## src/design/acr1_pkg.sv

```systemverilog
// Package with constants for the converter control register one block.
// Function
// - Bit 7 selects command list single (0) or double (1) buffering.
// - Buffer mode bits write only when converter disabled or special unlock set.
// - Bit 6 selects result list single (0) or double (1) buffering.
// - Special unlock bit 5 writable only in special operating mode.
// - Special unlock clears automatically when special mode is left.
// - Unlock set lifts per-bit write restrictions; clear keeps them.
// - Unlock set makes current command writable until its conversion starts.
// - Bit 4 set makes a restart event after stop or wait-with-stop exit.
// - Auto restart bit writable anytime.
package acr1_pkg;
  localparam logic [11:0] ACR1_OFS_CTL_ONE   = 12'h004;
  localparam logic [11:0] ACR1_OFS_CMD       = 12'h008;
  localparam logic [11:0] ACR1_OFS_STATUS    = 12'h00C;
  localparam int          ACR1_BIT_CSL_MODE  = 7;
  localparam int          ACR1_BIT_RVL_MODE  = 6;
  localparam int          ACR1_BIT_UNLOCK    = 5;
  localparam int          ACR1_BIT_AUTO_RST  = 4;
  localparam logic [7:0]  ACR1_CTL_RESET     = 8'h00;
  localparam logic [7:0]  ACR1_CTL_MASK      = 8'hF0;
  localparam int          ACR1_CMD_W         = 32;
  localparam logic [31:0] ACR1_CMD_RESET     = 32'h00000000;
  typedef enum logic [1:0] {
    ACR1_RUN     = 2'h0,
    ACR1_STOPPED = 2'h1,
    ACR1_WAKE    = 2'h3
  } acr1_pwr_t;
endpackage

```

## src/design/acr1_top.sv

```systemverilog
// Converter control register one with APB slave and current command register.
//
// The APB slave port was chosen for this implementation.
`timescale 1ns/100ps
module acr1_top
  import acr1_pkg::*;
(
  // Clock and reset.
  input  wire logic        REF_CLK,
  input  wire logic        SYS_RST,
  // APB slave.
  input  wire logic        PSEL,
  input  wire logic        PENABLE,
  input  wire logic        PWRITE,
  input  wire logic [11:0] PADDR,
  input  wire logic [31:0] PWDATA,
  output logic [31:0]      PRDATA,
  output logic             PREADY,
  output logic             PSLVERR,
  // Device context.
  input  wire logic        CONV_ENABLE,
  input  wire logic        SPECIAL_MODE,
  input  wire logic        STOP_MODE,
  input  wire logic        WAIT_MODE,
  input  wire logic        STOP_IN_WAIT,
  input  wire logic        CMD_STARTED,
  input  wire logic [31:0] CMD_LOAD_DATA,
  input  wire logic        CMD_LOAD,
  // Outputs to the conversion flow logic.
  output logic             COMMAND_LIST_BUFFER_MODE,
  output logic             RESULT_LIST_BUFFER_MODE,
  output logic             SPECIAL_ACCESS_UNLOCK,
  output logic             AUTO_RESTART_ON_WAKEUP,
  output logic             RESTART_EVENT,
  output logic [31:0]      CURRENT_COMMAND
);
  logic       csl_reg;
  logic       rvl_reg;
  logic       unlock_reg;
  logic       auto_reg;
  logic [31:0] cmd_reg;
  logic       acc;
  logic       wr;
  logic       hit_ctl;
  logic       hit_cmd;
  logic       hit_sts;
  logic       buf_wr_ok;
  logic [7:0] ctl_view;

  // Single-cycle access phase: the slave is always ready.
  assign acc     = PSEL & PENABLE;
  assign wr      = acc & PWRITE;
  assign hit_ctl = (PADDR == ACR1_OFS_CTL_ONE);
  assign hit_cmd = (PADDR == ACR1_OFS_CMD);
  assign hit_sts = (PADDR == ACR1_OFS_STATUS);
  assign PREADY  = 1'b1;
  // Unmapped addresses answer with an error and read zero.
  assign PSLVERR = acc & ~(hit_ctl | hit_cmd | hit_sts);

  // Buffer mode writes are guarded unless the unlock lifts the guard.
  assign buf_wr_ok = ~CONV_ENABLE | unlock_reg;

  // Buffer mode bits.
  always_ff @(posedge REF_CLK or posedge SYS_RST)
  begin
    if (SYS_RST)
    begin
      csl_reg <= ACR1_CTL_RESET[ACR1_BIT_CSL_MODE];
      rvl_reg <= ACR1_CTL_RESET[ACR1_BIT_RVL_MODE];
    end
    else if (wr && hit_ctl && buf_wr_ok)
    begin
      csl_reg <= PWDATA[ACR1_BIT_CSL_MODE];
      rvl_reg <= PWDATA[ACR1_BIT_RVL_MODE];
    end
  end

  // Unlock bit; leaving special mode clears it and wins over a write.
  always_ff @(posedge REF_CLK or posedge SYS_RST)
  begin
    if (SYS_RST)
      unlock_reg <= ACR1_CTL_RESET[ACR1_BIT_UNLOCK];
    else if (!SPECIAL_MODE)
      unlock_reg <= 1'b0;
    else if (wr && hit_ctl)
      unlock_reg <= PWDATA[ACR1_BIT_UNLOCK];
  end

  // Auto restart bit has no write guard at all.
  always_ff @(posedge REF_CLK or posedge SYS_RST)
  begin
    if (SYS_RST)
      auto_reg <= ACR1_CTL_RESET[ACR1_BIT_AUTO_RST];
    else if (wr && hit_ctl)
      auto_reg <= PWDATA[ACR1_BIT_AUTO_RST];
  end

  // Current command: the flow logic loads it; the bus may patch it only
  // while unlocked and before conversion starts. A load from the flow
  // logic wins, since losing a fetched command would stall the list.
  always_ff @(posedge REF_CLK or posedge SYS_RST)
  begin
    if (SYS_RST)
      cmd_reg <= ACR1_CMD_RESET;
    else if (CMD_LOAD)
      cmd_reg <= CMD_LOAD_DATA;
    else if (wr && hit_cmd && unlock_reg && !CMD_STARTED)
      cmd_reg <= PWDATA;
  end

  // Read view; low nibble is always zero.
  always_comb
  begin
    ctl_view = ACR1_CTL_RESET;
    ctl_view[ACR1_BIT_CSL_MODE] = csl_reg;
    ctl_view[ACR1_BIT_RVL_MODE] = rvl_reg;
    ctl_view[ACR1_BIT_UNLOCK]   = unlock_reg;
    ctl_view[ACR1_BIT_AUTO_RST] = auto_reg;
    ctl_view = ctl_view & ACR1_CTL_MASK;
  end

  // Registered read data, updated during the setup phase of a read.
  always_ff @(posedge REF_CLK or posedge SYS_RST)
  begin
    if (SYS_RST)
      PRDATA <= 32'h00000000;
    else if (PSEL && !PENABLE && !PWRITE)
    begin
      if (hit_ctl)
        PRDATA <= {24'h000000, ctl_view};
      else if (hit_cmd)
        PRDATA <= cmd_reg;
      else if (hit_sts)
        PRDATA <= {29'h00000000, CMD_STARTED, SPECIAL_MODE, CONV_ENABLE};
      else
        PRDATA <= 32'h00000000;
    end
  end

  // Restart event generator.
  acr1_wake u_wake (
    .clk                    (REF_CLK),
    .rst                    (SYS_RST),
    .stop_mode              (STOP_MODE),
    .wait_mode              (WAIT_MODE),
    .stop_in_wait           (STOP_IN_WAIT),
    .auto_restart_on_wakeup (auto_reg),
    .restart_pulse          (RESTART_EVENT)
  );

  assign COMMAND_LIST_BUFFER_MODE = csl_reg;
  assign RESULT_LIST_BUFFER_MODE  = rvl_reg;
  assign SPECIAL_ACCESS_UNLOCK    = unlock_reg;
  assign AUTO_RESTART_ON_WAKEUP   = auto_reg;
  assign CURRENT_COMMAND          = cmd_reg;
endmodule

```

## src/design/acr1_wake.sv

```systemverilog
// Wakeup tracker that produces the automatic restart pulse.
`timescale 1ns/100ps
module acr1_wake
  import acr1_pkg::*;
(
  // Clock and reset.
  input  wire logic clk,
  input  wire logic rst,
  // Power state and control.
  input  wire logic stop_mode,
  input  wire logic wait_mode,
  input  wire logic stop_in_wait,
  input  wire logic auto_restart_on_wakeup,
  // Event out.
  output logic      restart_pulse
);
  acr1_pwr_t state_reg;
  acr1_pwr_t state_next;
  logic      asleep;

  // Wait counts as sleep only when the stop-in-wait option is on.
  assign asleep = stop_mode | (wait_mode & stop_in_wait);

  // Track entry and exit of a low power phase.
  always_comb
  begin
    state_next = state_reg;
    case (state_reg)
      ACR1_RUN:     if (asleep) state_next = ACR1_STOPPED;
      ACR1_STOPPED: if (!asleep) state_next = ACR1_WAKE;
      ACR1_WAKE:    state_next = asleep ? ACR1_STOPPED : ACR1_RUN;
      default:      state_next = ACR1_RUN;
    endcase
  end

  // State register.
  always_ff @(posedge clk or posedge rst)
  begin
    if (rst)
      state_reg <= ACR1_RUN;
    else
      state_reg <= state_next;
  end

  // Pulse one cycle after exit, sampling the bit while in the wake state.
  always_ff @(posedge clk or posedge rst)
  begin
    if (rst)
      restart_pulse <= 1'b0;
    else
      restart_pulse <= (state_reg == ACR1_WAKE) & auto_restart_on_wakeup;
  end
endmodule

```

## config.mk

```make
export PLATFORM = sky130hd
export DESIGN_NAME = acr1_top
export DESIGN_NICKNAME = d
export VERILOG_FILES = /design/src/design/acr1_pkg.sv /design/src/design/acr1_top.sv /design/src/design/acr1_wake.sv
export SDC_FILE = /design/constraint.sdc
export NUM_CORES = 1
export LEC_CHECK = 0
export BUFFER_PORTS_ARGS = -buffer_cell sky130_fd_sc_hd__buf_4
export CAP_MARGIN = 20
export CORE_MARGIN = 4
export CORE_UTILIZATION = 41
export DETAILED_ROUTE_END_ITERATION = 6
export GPL_TIMING_DRIVEN = 0
export PLACE_DENSITY_LB_ADDON = 0.12
export RECOVER_POWER = 25
export SLEW_MARGIN = 20
export SYNTH_ARGS = -nofsm -noshare
export SYNTH_HDL_FRONTEND = slang
export SYNTH_SLANG_ARGS = --single-unit
```

## constraint.sdc

```tcl
create_clock -name REF_CLK -period 2.5 [get_ports REF_CLK]
set_clock_uncertainty 0.05 [all_clocks]
set_input_delay 0.75 -clock REF_CLK [delete_from_list [all_inputs] [get_ports REF_CLK]]
set_output_delay 0.75 -clock REF_CLK [all_outputs]
set_load 0.02 [all_outputs]
```

# ---- Yosys cells after proc, flatten, opt, wreduce, memory -nomap -nowiden
# Index checks and enable logic that the tools add are counted.
# W data, S select, Z words.
dict set report word_totals {
  regBits 71
  in_bits 88
}
dict set report op_classes {
  n_eq_ne 8
  mux 11
  n_bitwise 11
  n_reduce_logical 13
}
# op n
set op_table {}
lappend op_table {{$mux W32} 4}
lappend op_table {{$eq A12 B4 Y1 const B} 2}
lappend op_table {{$eq A12 B3 Y1 const B} 1}
lappend op_table {{$logic_and A1 B1 Y1} 7}
lappend op_table {{$pmux W2 S3} 1}
lappend op_table {{$and A1 B1 Y1} 5}
lappend op_table {{$mux W2} 2}
lappend op_table {{$ne A2 B1 Y1 const B} 2}
lappend op_table {{$or A1 B1 Y1} 4}
lappend op_table {{$logic_not A1 Y1} 3}
lappend op_table {{$mux W1} 3}
lappend op_table {{$mux W3} 1}
lappend op_table {{$eq A2 B1 Y1 const B} 1}
lappend op_table {{$eq A2 B2 Y1 const B} 1}
lappend op_table {{$logic_not A2 Y1} 1}
lappend op_table {{$ne A2 B2 Y1 const B} 1}
lappend op_table {{$not A1 Y1} 2}
lappend op_table {{$reduce_and A2 Y1} 1}
lappend op_table {{$reduce_bool A2 Y1} 1}

# ---- Logic depth before layout (Yosys ltp)
# Gate-level depths: netlist (run 1).
dict set report logic_depth {
  word_depth 7
  ltp_mapped 6
  depth_no_buf 4
}

# ---- By module
# Synthesis (run 1) repeated with hierarchy kept, for this count alone.
dict set report unflattened {
  hier_cells 305
  area_unflattened_um2 3294.4
}
# mod instances cells_each area_each_um2 seq_area_each_um2
set by_module_without_submodules {}
lappend by_module_without_submodules {acr1_top 1 296 3179.3 1701.6}
lappend by_module_without_submodules {acr1_wake 1 9 115.1 75.1}

# ---- Worst setup path after synthesis (run 1)
# No wires, ideal clock.
dict set report synth_timing {
  kind {in2reg}
  start {input port PADDR[1]}
  end {register csl_reg (netlist: COMMAND_LIST_BUFFER_MODE)}
  t_arrival_ns 2.313
  t_required_ns 2.322
  setup_slack_ns 0.010
  cell_stages 4
  n_path_buf 0
  cell_sequence {or4_1 or4_4 a21oi_2 mux2_1}
}
dict set report synth_via {
  elab_chain_cells 3
}
# element line_no
set synth_rtl {}
lappend synth_rtl {{from (decl)} acr1_top.sv:15} ;# input wire logic [11:0] PADDR,
lappend synth_rtl {{$eq A12 B3 Y1} acr1_top.sv:53} ;# assign hit_ctl = (PADDR == ACR1_OFS_CTL_ONE);
lappend synth_rtl {{$logic_and A1 B1 Y1 (2 in a row)} acr1_top.sv:71} ;# else if (wr && hit_ctl && buf_wr_ok)
lappend synth_rtl {{to (signal assigned)} acr1_top.sv:68} ;# csl_reg <= ACR1_CTL_RESET[ACR1_BIT_CSL_MODE];
lappend synth_rtl {{to (signal assigned)} acr1_top.sv:73} ;# csl_reg <= PWDATA[ACR1_BIT_CSL_MODE];
lappend synth_rtl {{to (decl)} acr1_top.sv:37} ;# logic csl_reg;
# No other way between the ends.
# A chain may end at the register's enable or synchronous reset.

# ---- Worst setup path after layout (run 1)
dict set report layout_timing {
  start {input port PADDR[8]}
  end {output port PSLVERR}
}
dict set report layout_via {
  elab_chain_cells 5
  elab_cells_between_ends 7
}
# element line_no
set layout_rtl {}
lappend layout_rtl {{$eq A12 B3 Y1 or $eq A12 B4 Y1 (tied branches)} {acr1_top.sv:53, acr1_top.sv:54}}
lappend layout_rtl {{$or A1 B1 Y1} acr1_top.sv:58} ;# assign PSLVERR = acc & ~(hit_ctl | hit_cmd | hit_sts);
lappend layout_rtl {{$or A1 B1 Y1 *} acr1_top.sv:58}
lappend layout_rtl {{$not A1 Y1 *} acr1_top.sv:58}
lappend layout_rtl {{$and A1 B1 Y1 *} acr1_top.sv:58}
lappend layout_rtl {{to (decl)} acr1_top.sv:19} ;# output logic PSLVERR,
# Every way passes the cells marked *; elsewhere a longest branch is shown, timed or not.

==> run_results.csv, run 1 <==
group,metric,value,unit
timing,setup_viol,0,
logic_synthesis,synth.distinct_cells,35,
worst_setup_path,cp-start-kind,"input pin",
clocking,clk_pin_slew_worst_paths,70,ps
global_routing,grt.met1_usage,0.312,
worst_hold_path,min_from,"PRDATA[0]",
power_and_ir_drop,ir_drop,335,uV
global_routing,grt-ovfl-total,0,
global_routing,grt_start_max_net_pins,27,
clocking,cts_buffers,9,
logic_synthesis,ys_seq_area_frac,0.566,
worst_hold_path,min_to,"PRDATA[0]",
clocking,root_buffer,"clkbuf_8",
routing,drc_errors,0,
final_layout,num_antenna_cells,0,
clocking,insertion_delay,340,ps
power_and_ir_drop,powerDensity,521,nW/um2
global_routing,grt.met2_usage,0.365,
routing,first_pass_iters,4,
clocking,cts_max_level,3,
logic_synthesis,synth_top_cell_by_area,"dfrtp_1",
die,initial_core_util,0.429,
final_layout,drive_gt1_frac,0.397,
worst_setup_path,arrival,1670,ps
power_and_ir_drop,power.total,2.44,mW
routing,ant_nets,0,
clocking,cts.sinks,71,
routing,wl_per_cell,17.6,um
power_and_ir_drop,leakage,2.24,nW
timing,slew_headroom,0.353,
worst_setup_path,cp_max_fo,3,
logic_synthesis,synthesis.nets,394,
clocking,tritoncts,"built",
logic_synthesis,ys_ff_latch,71,
die,die-area,9130,um2
placement,place.gp.congestion,0.900,
die,core,7330,um2
logic_synthesis,synth.avg_cell_area,10.3,um2
placement,dpl.hpwl,7710,um
logic_synthesis,syn-cell-area,3140,um2
timing,finalHoldViolCount,0,
logic_synthesis,netlist_instances,306,
placement,port_buffers,156,
timing,final.setup.worst_slack,26.3,ps
routing,dr.first_iter.drc_count,145,
clocking,clockBufferDepth,2,
worst_hold_path,holdPathStages,2,
final_layout,multiInputGateArea,1270,um2
timing,finalCriticalPeriod,2470,ps
worst_setup_path,crit_required,1700,ps
timing,fin_crit_sh,0.989,
final_layout,regArea,1780,um2
final_layout,layout.nets,565,
logic_synthesis,yosys_warnings,0,
timing,whs,437,ps
global_routing,grt_pass1_wl,16000,um
logic_synthesis,yosysTopAreaCellShare,0.566,
worst_hold_path,hold_path.class,"flip-flop to flip-flop",
global_routing,grt_use_total,0.229,
die,num_rows,31,
run_status,status,"finished clean",
logic_synthesis,synthTopCellsByArea,"dfrtp_1, a22o_1, a31oi_1, nand3_1, o21ai_0",
final_layout,syn2layout_area_growth,48.9,%
worst_setup_path,r2r-start,"SPECIAL_ACCESS_UNLOCK",
flow_run,cap_violations,0,
timing,finalMaxSlewViolations,0,
timing,rsz0062_at_grt,"yes",
worst_setup_path,end_kind,"primary output",
worst_setup_path,criticalPathCategory,"input pin to primary output",
worst_setup_path,r2r-end,"CURRENT_COMMAND[16]",
routing,vias,3100,
global_routing,antenna_found_initial,0,
global_routing,grt_util_met3,0.0418,
worst_setup_path,r2r_setup_slack,580,ps
die,die_y,95.5,um
global_routing,grt_pass1_vias,3181,
worst_setup_path,rr_worst_depth,5,
routing,wirelength,10200,um
routing,viasPerCell,5.34,
die,ios,159,
final_layout,n_fill_cell,629,
placement,place_ws,-234,ps
timing,fmax,404,MHz
timing,worst_pin_slew,966,ps
global_routing,top_usage_layer,"met2",
die,die_x,95.5,um
cells in the final DEF (no fill, tap or decap), types with 4 or more instances in the layout:
cell	instances
a31oi_1	32
o21ai_0	32
a22o_1	29
nand3_1	33
dfrtp_1	71
buf_2	5
a21o_1	4
nor2_1	36
clkbuf_1	22
buf_6	4
buf_4	154
clkbuf_8	10
mux2i_1	4
cell usage after synthesis:
cell type	number
or4_1	2
and3_1	1
nor4b_1	1
a21o_1	4
mux2_1	2
or4b_1	2
nor2_1	36
a31oi_1	32
a21oi_2	1
mux2i_1	4
inv_1	2
buf_2	5
nand2b_1	1
buf_4	2
and4_1	1
or4_4	1
o211a_1	1
a22o_1	29
nand4_1	1
inv_2	1
dfrtp_1	71
and3b_1	1
o31ai_1	3
nor2b_1	1
clkbuf_1	21
nor4_1	3
mux2_2	1
conb_1	1
nand3_1	34
a21oi_1	2
o21ai_0	32
or3_1	1
or3b_2	2
nand2_1	3
nor3_1	1
layer usage:
layer,part of all wire,routed length (um),vias up
met5,0,0,-
met4,0.018,182,0
met3,0.066,680,14
met2,0.48,4960,113
met1,0.43,4410,1496
li1,-,-,1477
worst max-delay path by stage:
stage                     startpoint                  endpoint  slack [ps]  cells past startpoint
after CTS                   PADDR[6]                   PSLVERR         0.4                      5
after floorplan             PADDR[1]  COMMAND_LIST_BUFFER_MODE          10                      4
after global placement      PADDR[1]                   PSLVERR        -210                      5
after detailed placement    PADDR[5]                   PSLVERR        -230                      5
after global routing        PADDR[4]                   PSLVERR         -50                      5
final                       PADDR[8]                   PSLVERR          30                      5
through the flow:
| step | util | instance area [um2] | std cells | TNS (ps) |
|---|---|---|---|---|
| CTS | 0.640 | 4690 | 579 | 0 |
| global route | 0.638 | 4680 | 580 | -48.3 |
| finish | 0.638 | 4680 | 580 | 0 |
| global placement | 0.606 | 4440 | 561 | -5290 |
| floorplan | - | 3150 | 306 | 0 |
| detailed placement | 0.612 | 4490 | 563 | -7270 |
report_power, final:
| part | switching [mW] | internal (mW) |
|---|---|---|
| registers | 0.0428 | 1.20 |
| clock network | 0.421 | 0.377 |
| logic | 0.205 | 0.194 |
kinds of logic after synthesis:
family                 count (synthesis)  synth area share
flip-flops                            71             0.566
other                                  1           0.00119
buffers and inverters                 31            0.0414
AO/OA/AOI/OAI                        104             0.221
multiplexers                           7            0.0235
AND/OR/NAND/NOR                       92             0.147
critical path, cell delays in order:
cell and delay [ps]:
buf_6 100, nor4_4 320, nand3_2 120, o211a_1 250, buf_6 130
area by class of cell:
class                           instances  share of cell area
Timing Repair Buffer                  160               0.259
Clock buffer                           11              0.0302
Buffer                                 28              0.0254
Tap cell                               99              0.0265
Multi-Input combinational cell        204               0.271
Sequential cell                        71               0.380
Inverter                                3             0.00267
Clock inverter                          4             0.00481
timing repair:
item | CTS | global route
hold buffers | 0 | 0
resized for setup | 5 | 4
endpoints found under the setup margin | 1 | 1
buffers inserted | 1 | 1
pin swaps | 3 | 4
Power figures use the tool's default switching activity.
==> run 2, diff against run 1 <==
==> constraint.sdc (replaced) <==
create_clock -name REF_CLK -period 2.5 [get_ports REF_CLK]
set_clock_uncertainty 0.05 [all_clocks]
set_input_delay 0.125 -clock REF_CLK [delete_from_list [all_inputs] [get_ports REF_CLK]]
set_output_delay 0.125 -clock REF_CLK [all_outputs]
set_load 0.02 [all_outputs]
==> run 2 against run 1 <==
  * Worst hold slack lost 440 ps
  * Count of clock-buffer cells in the layout rose by 1
  * Register-to-register slack got worse by 350 ps
  * Sequential cell count is the same
  * Highest routed layer unchanged
  * The run now ends with negative hold slack, max-capacitance violations, max-slew violations left
  * Utilization increased by 5.3 points
  * Combinational power increased by 14%
  * Cell count up 6.4%
  * Wire length up 4.8%
  * Global-route usage is 1.1 points higher
==> run_results.csv, run 2 (same netlist as run 1, synthesis figures left out) <==
group,metric,value,unit
run_status,status,"complete, but fails checks",
run_status,violations,"negative hold slack, max-capacitance violations, max-slew violations",
final_layout,drive_gt1_frac,0.365,
die,ios,159,
worst_setup_path,cp-start-kind,"input pin",
clocking,tritoncts,"built",
timing,final.setup.worst_slack,212,ps
worst_hold_path,min_from,"CMD_LOAD_DATA[5]",
worst_setup_path,rr_worst_depth,6,
die,initial_core_util,0.429,
routing,dr.first_iter.drc_count,140,
clocking,clockBufferDepth,2,
power_and_ir_drop,powerDensity,531,nW/um2
placement,port_buffers,156,
global_routing,antenna_found_initial,0,
worst_setup_path,r2r-end,"CURRENT_COMMAND[12]",
clocking,cts_max_level,3,
timing,slew_headroom,-0.0787,
timing,whs,-2.99,ps
worst_hold_path,min_to,"CURRENT_COMMAND[5]",
timing,fin_setup_tns,0,ps
timing,rsz0062_at_grt,"no",
final_layout,num_antenna_cells,0,
placement,dp.cells,562,
worst_setup_path,r2r-start,"SPECIAL_ACCESS_UNLOCK",
flow_run,cap_violations,1,
final_layout,syn2layout_area_growth,61.4,%
clocking,cts_buffers,9,
die,core,7330,um2
worst_hold_path,holdPathStages,3,
worst_setup_path,r2r_setup_slack,230,ps
routing,wl_per_cell,17.4,um
timing,finalHoldViolCount,1,
placement,place.gp.congestion,0.833,
clocking,root_buffer,"clkbuf_8",
final_layout,utilization,0.692,
global_routing,grt_use_total,0.239,
worst_setup_path,end_kind,"flip-flop",
routing,vias,3324,
worst_setup_path,worst_path_largest_cell_delay,580,ps
timing,fin_crit_sh,0.915,
worst_setup_path,crit_required,2680,ps
final_layout,final_cell_mix,"buf_4, dfrtp_1, dlygate4sd3_1, nor2_1, nand3_1",
die,die_y,95.5,um
worst_hold_path,hold_path.class,"input pin to flip-flop",
global_routing,grt_start_max_net_pins,38,
timing,setup_viol,0,
placement,dpl.hpwl,7860,um
clocking,insertion_delay,350,ps
routing,first_pass_iters,4,
die,die_x,95.5,um
worst_setup_path,arrival,2470,ps
routing,ant_nets,0,
clocking,cts.sinks,71,
die,num_rows,31,
routing,drc_errors,0,
final_layout,fin_cells,617,
placement,place_ws,358,ps
worst_setup_path,crit_chain,"buf_4 -> nor4_1 -> nand4_1 -> clkbuf_1 -> o21ai_0 -> a31oi_1 -> dlygate4sd3_1",
timing,worst_pin_slew,1610,ps
global_routing,grt_pass1_wl,16800,um
clocking,postCtsSetupBuffers,0,
global_routing,grt_pass1_vias,3366,
global_routing,grt-ovfl-total,0,
clocking,clk_pin_slew_worst_paths,80,ps
worst_setup_path,cpMaxStageDelayCell,"dlygate4sd3_1",
worst_setup_path,crit_family,"buffers and inverters",
power_and_ir_drop,ir_drop,258,uV
routing,wirelength,10700,um
worst_setup_path,cp_num_buf_inv,3,
final_layout,layout.nets,601,
timing,fmax,437,MHz
power_and_ir_drop,leakage,2.41,nW
final_layout,layout_commonest_cell,"buf_4",
timing,finalMaxSlewViolations,35,
worst_setup_path,criticalPathCategory,"input pin to flip-flop",
timing,finalCriticalPeriod,2290,ps
die,die-area,9130,um2
routing,viasPerCell,5.39,
worst_setup_path,cp_max_fo,10,
==> run 2: changes by cell type in the layout (fill, tap and decap cells not counted), sizes merged <==
cell	delta
dlygate4sd3	+39
clkbuf	-2
clkinv	-2
bufinv	+1
inv	+1
==> run 2: routing by layer <==
layer  global-route usage  wire length, um  vias up
met2                0.393             5280      135
li1                     -                -     1553
met5                    0                0        -
met1                0.314             4430     1618
met4               0.0664              161        0
met3               0.0600              858       18
==> run 2: cell type report <==
| cell class | instances | area [um2] |
|---|---|---|
| Fill cell | 570 | 2260 |
| Sequential cell | 71 | 1780 |
| Timing Repair Buffer | 196 | 1580 |
| Multi-Input combinational cell | 204 | 1240 |
| Clock buffer | 12 | 165 |
| Tap cell | 99 | 124 |
| Buffer | 28 | 120 |
| Clock inverter | 4 | 51.3 |
| Inverter | 3 | 12.5 |
==> run 2: worst min-delay path: cells and delay by family <==
family / cells / cell delay, ps
simple gates: 1 / 70
compound gates: 1 / 50
buf+inv: 1 / 110
==> run 2: through the flow <==
stage                     power (mW)  cell area (um2)
after floorplan                 1.42             3140
after global placement          1.65             4440
after detailed placement        1.66             4460
after CTS                       2.69             5070
after global routing            2.78             5070
final                           2.69             5070
==> run 2: worst max-delay path by stage <==
stage | from | endpoint | slack, ps | cells after the start
after floorplan | SYS_RST | AUTO_RESTART_ON_WAKEUP | 530 | 1
after global placement | SYS_RST | PRDATA[29] | -320 | 2
after detailed placement | PADDR[1] | CURRENT_COMMAND[0] | 360 | 7
after CTS | SPECIAL_ACCESS_UNLOCK | CURRENT_COMMAND[22] | 140 | 6
after global routing | PADDR[1] | CURRENT_COMMAND[2] | 30 | 7
final | PADDR[1] | CURRENT_COMMAND[10] | 210 | 7
==> run 2: timing repair <==
| action | in CTS | in global routing |
|---|---|---|
| setup endpoints to repair | 0 | 9 |
| gates resized for setup | 0 | 3 |
| hold endpoints to repair | 63 | 0 |
| hold buffers | 39 | 0 |
==> run 2: power breakdown <==
group | leakage [nW] | total, mW | switching [mW] | internal (mW)
registers | 0.896 | 1.24 | 0.0441 | 1.20
logic | 1.40 | 0.453 | 0.214 | 0.238
clock network | 0.109 | 0.997 | 0.452 | 0.545
total | 2.41 | 2.69 | 0.710 | 1.98
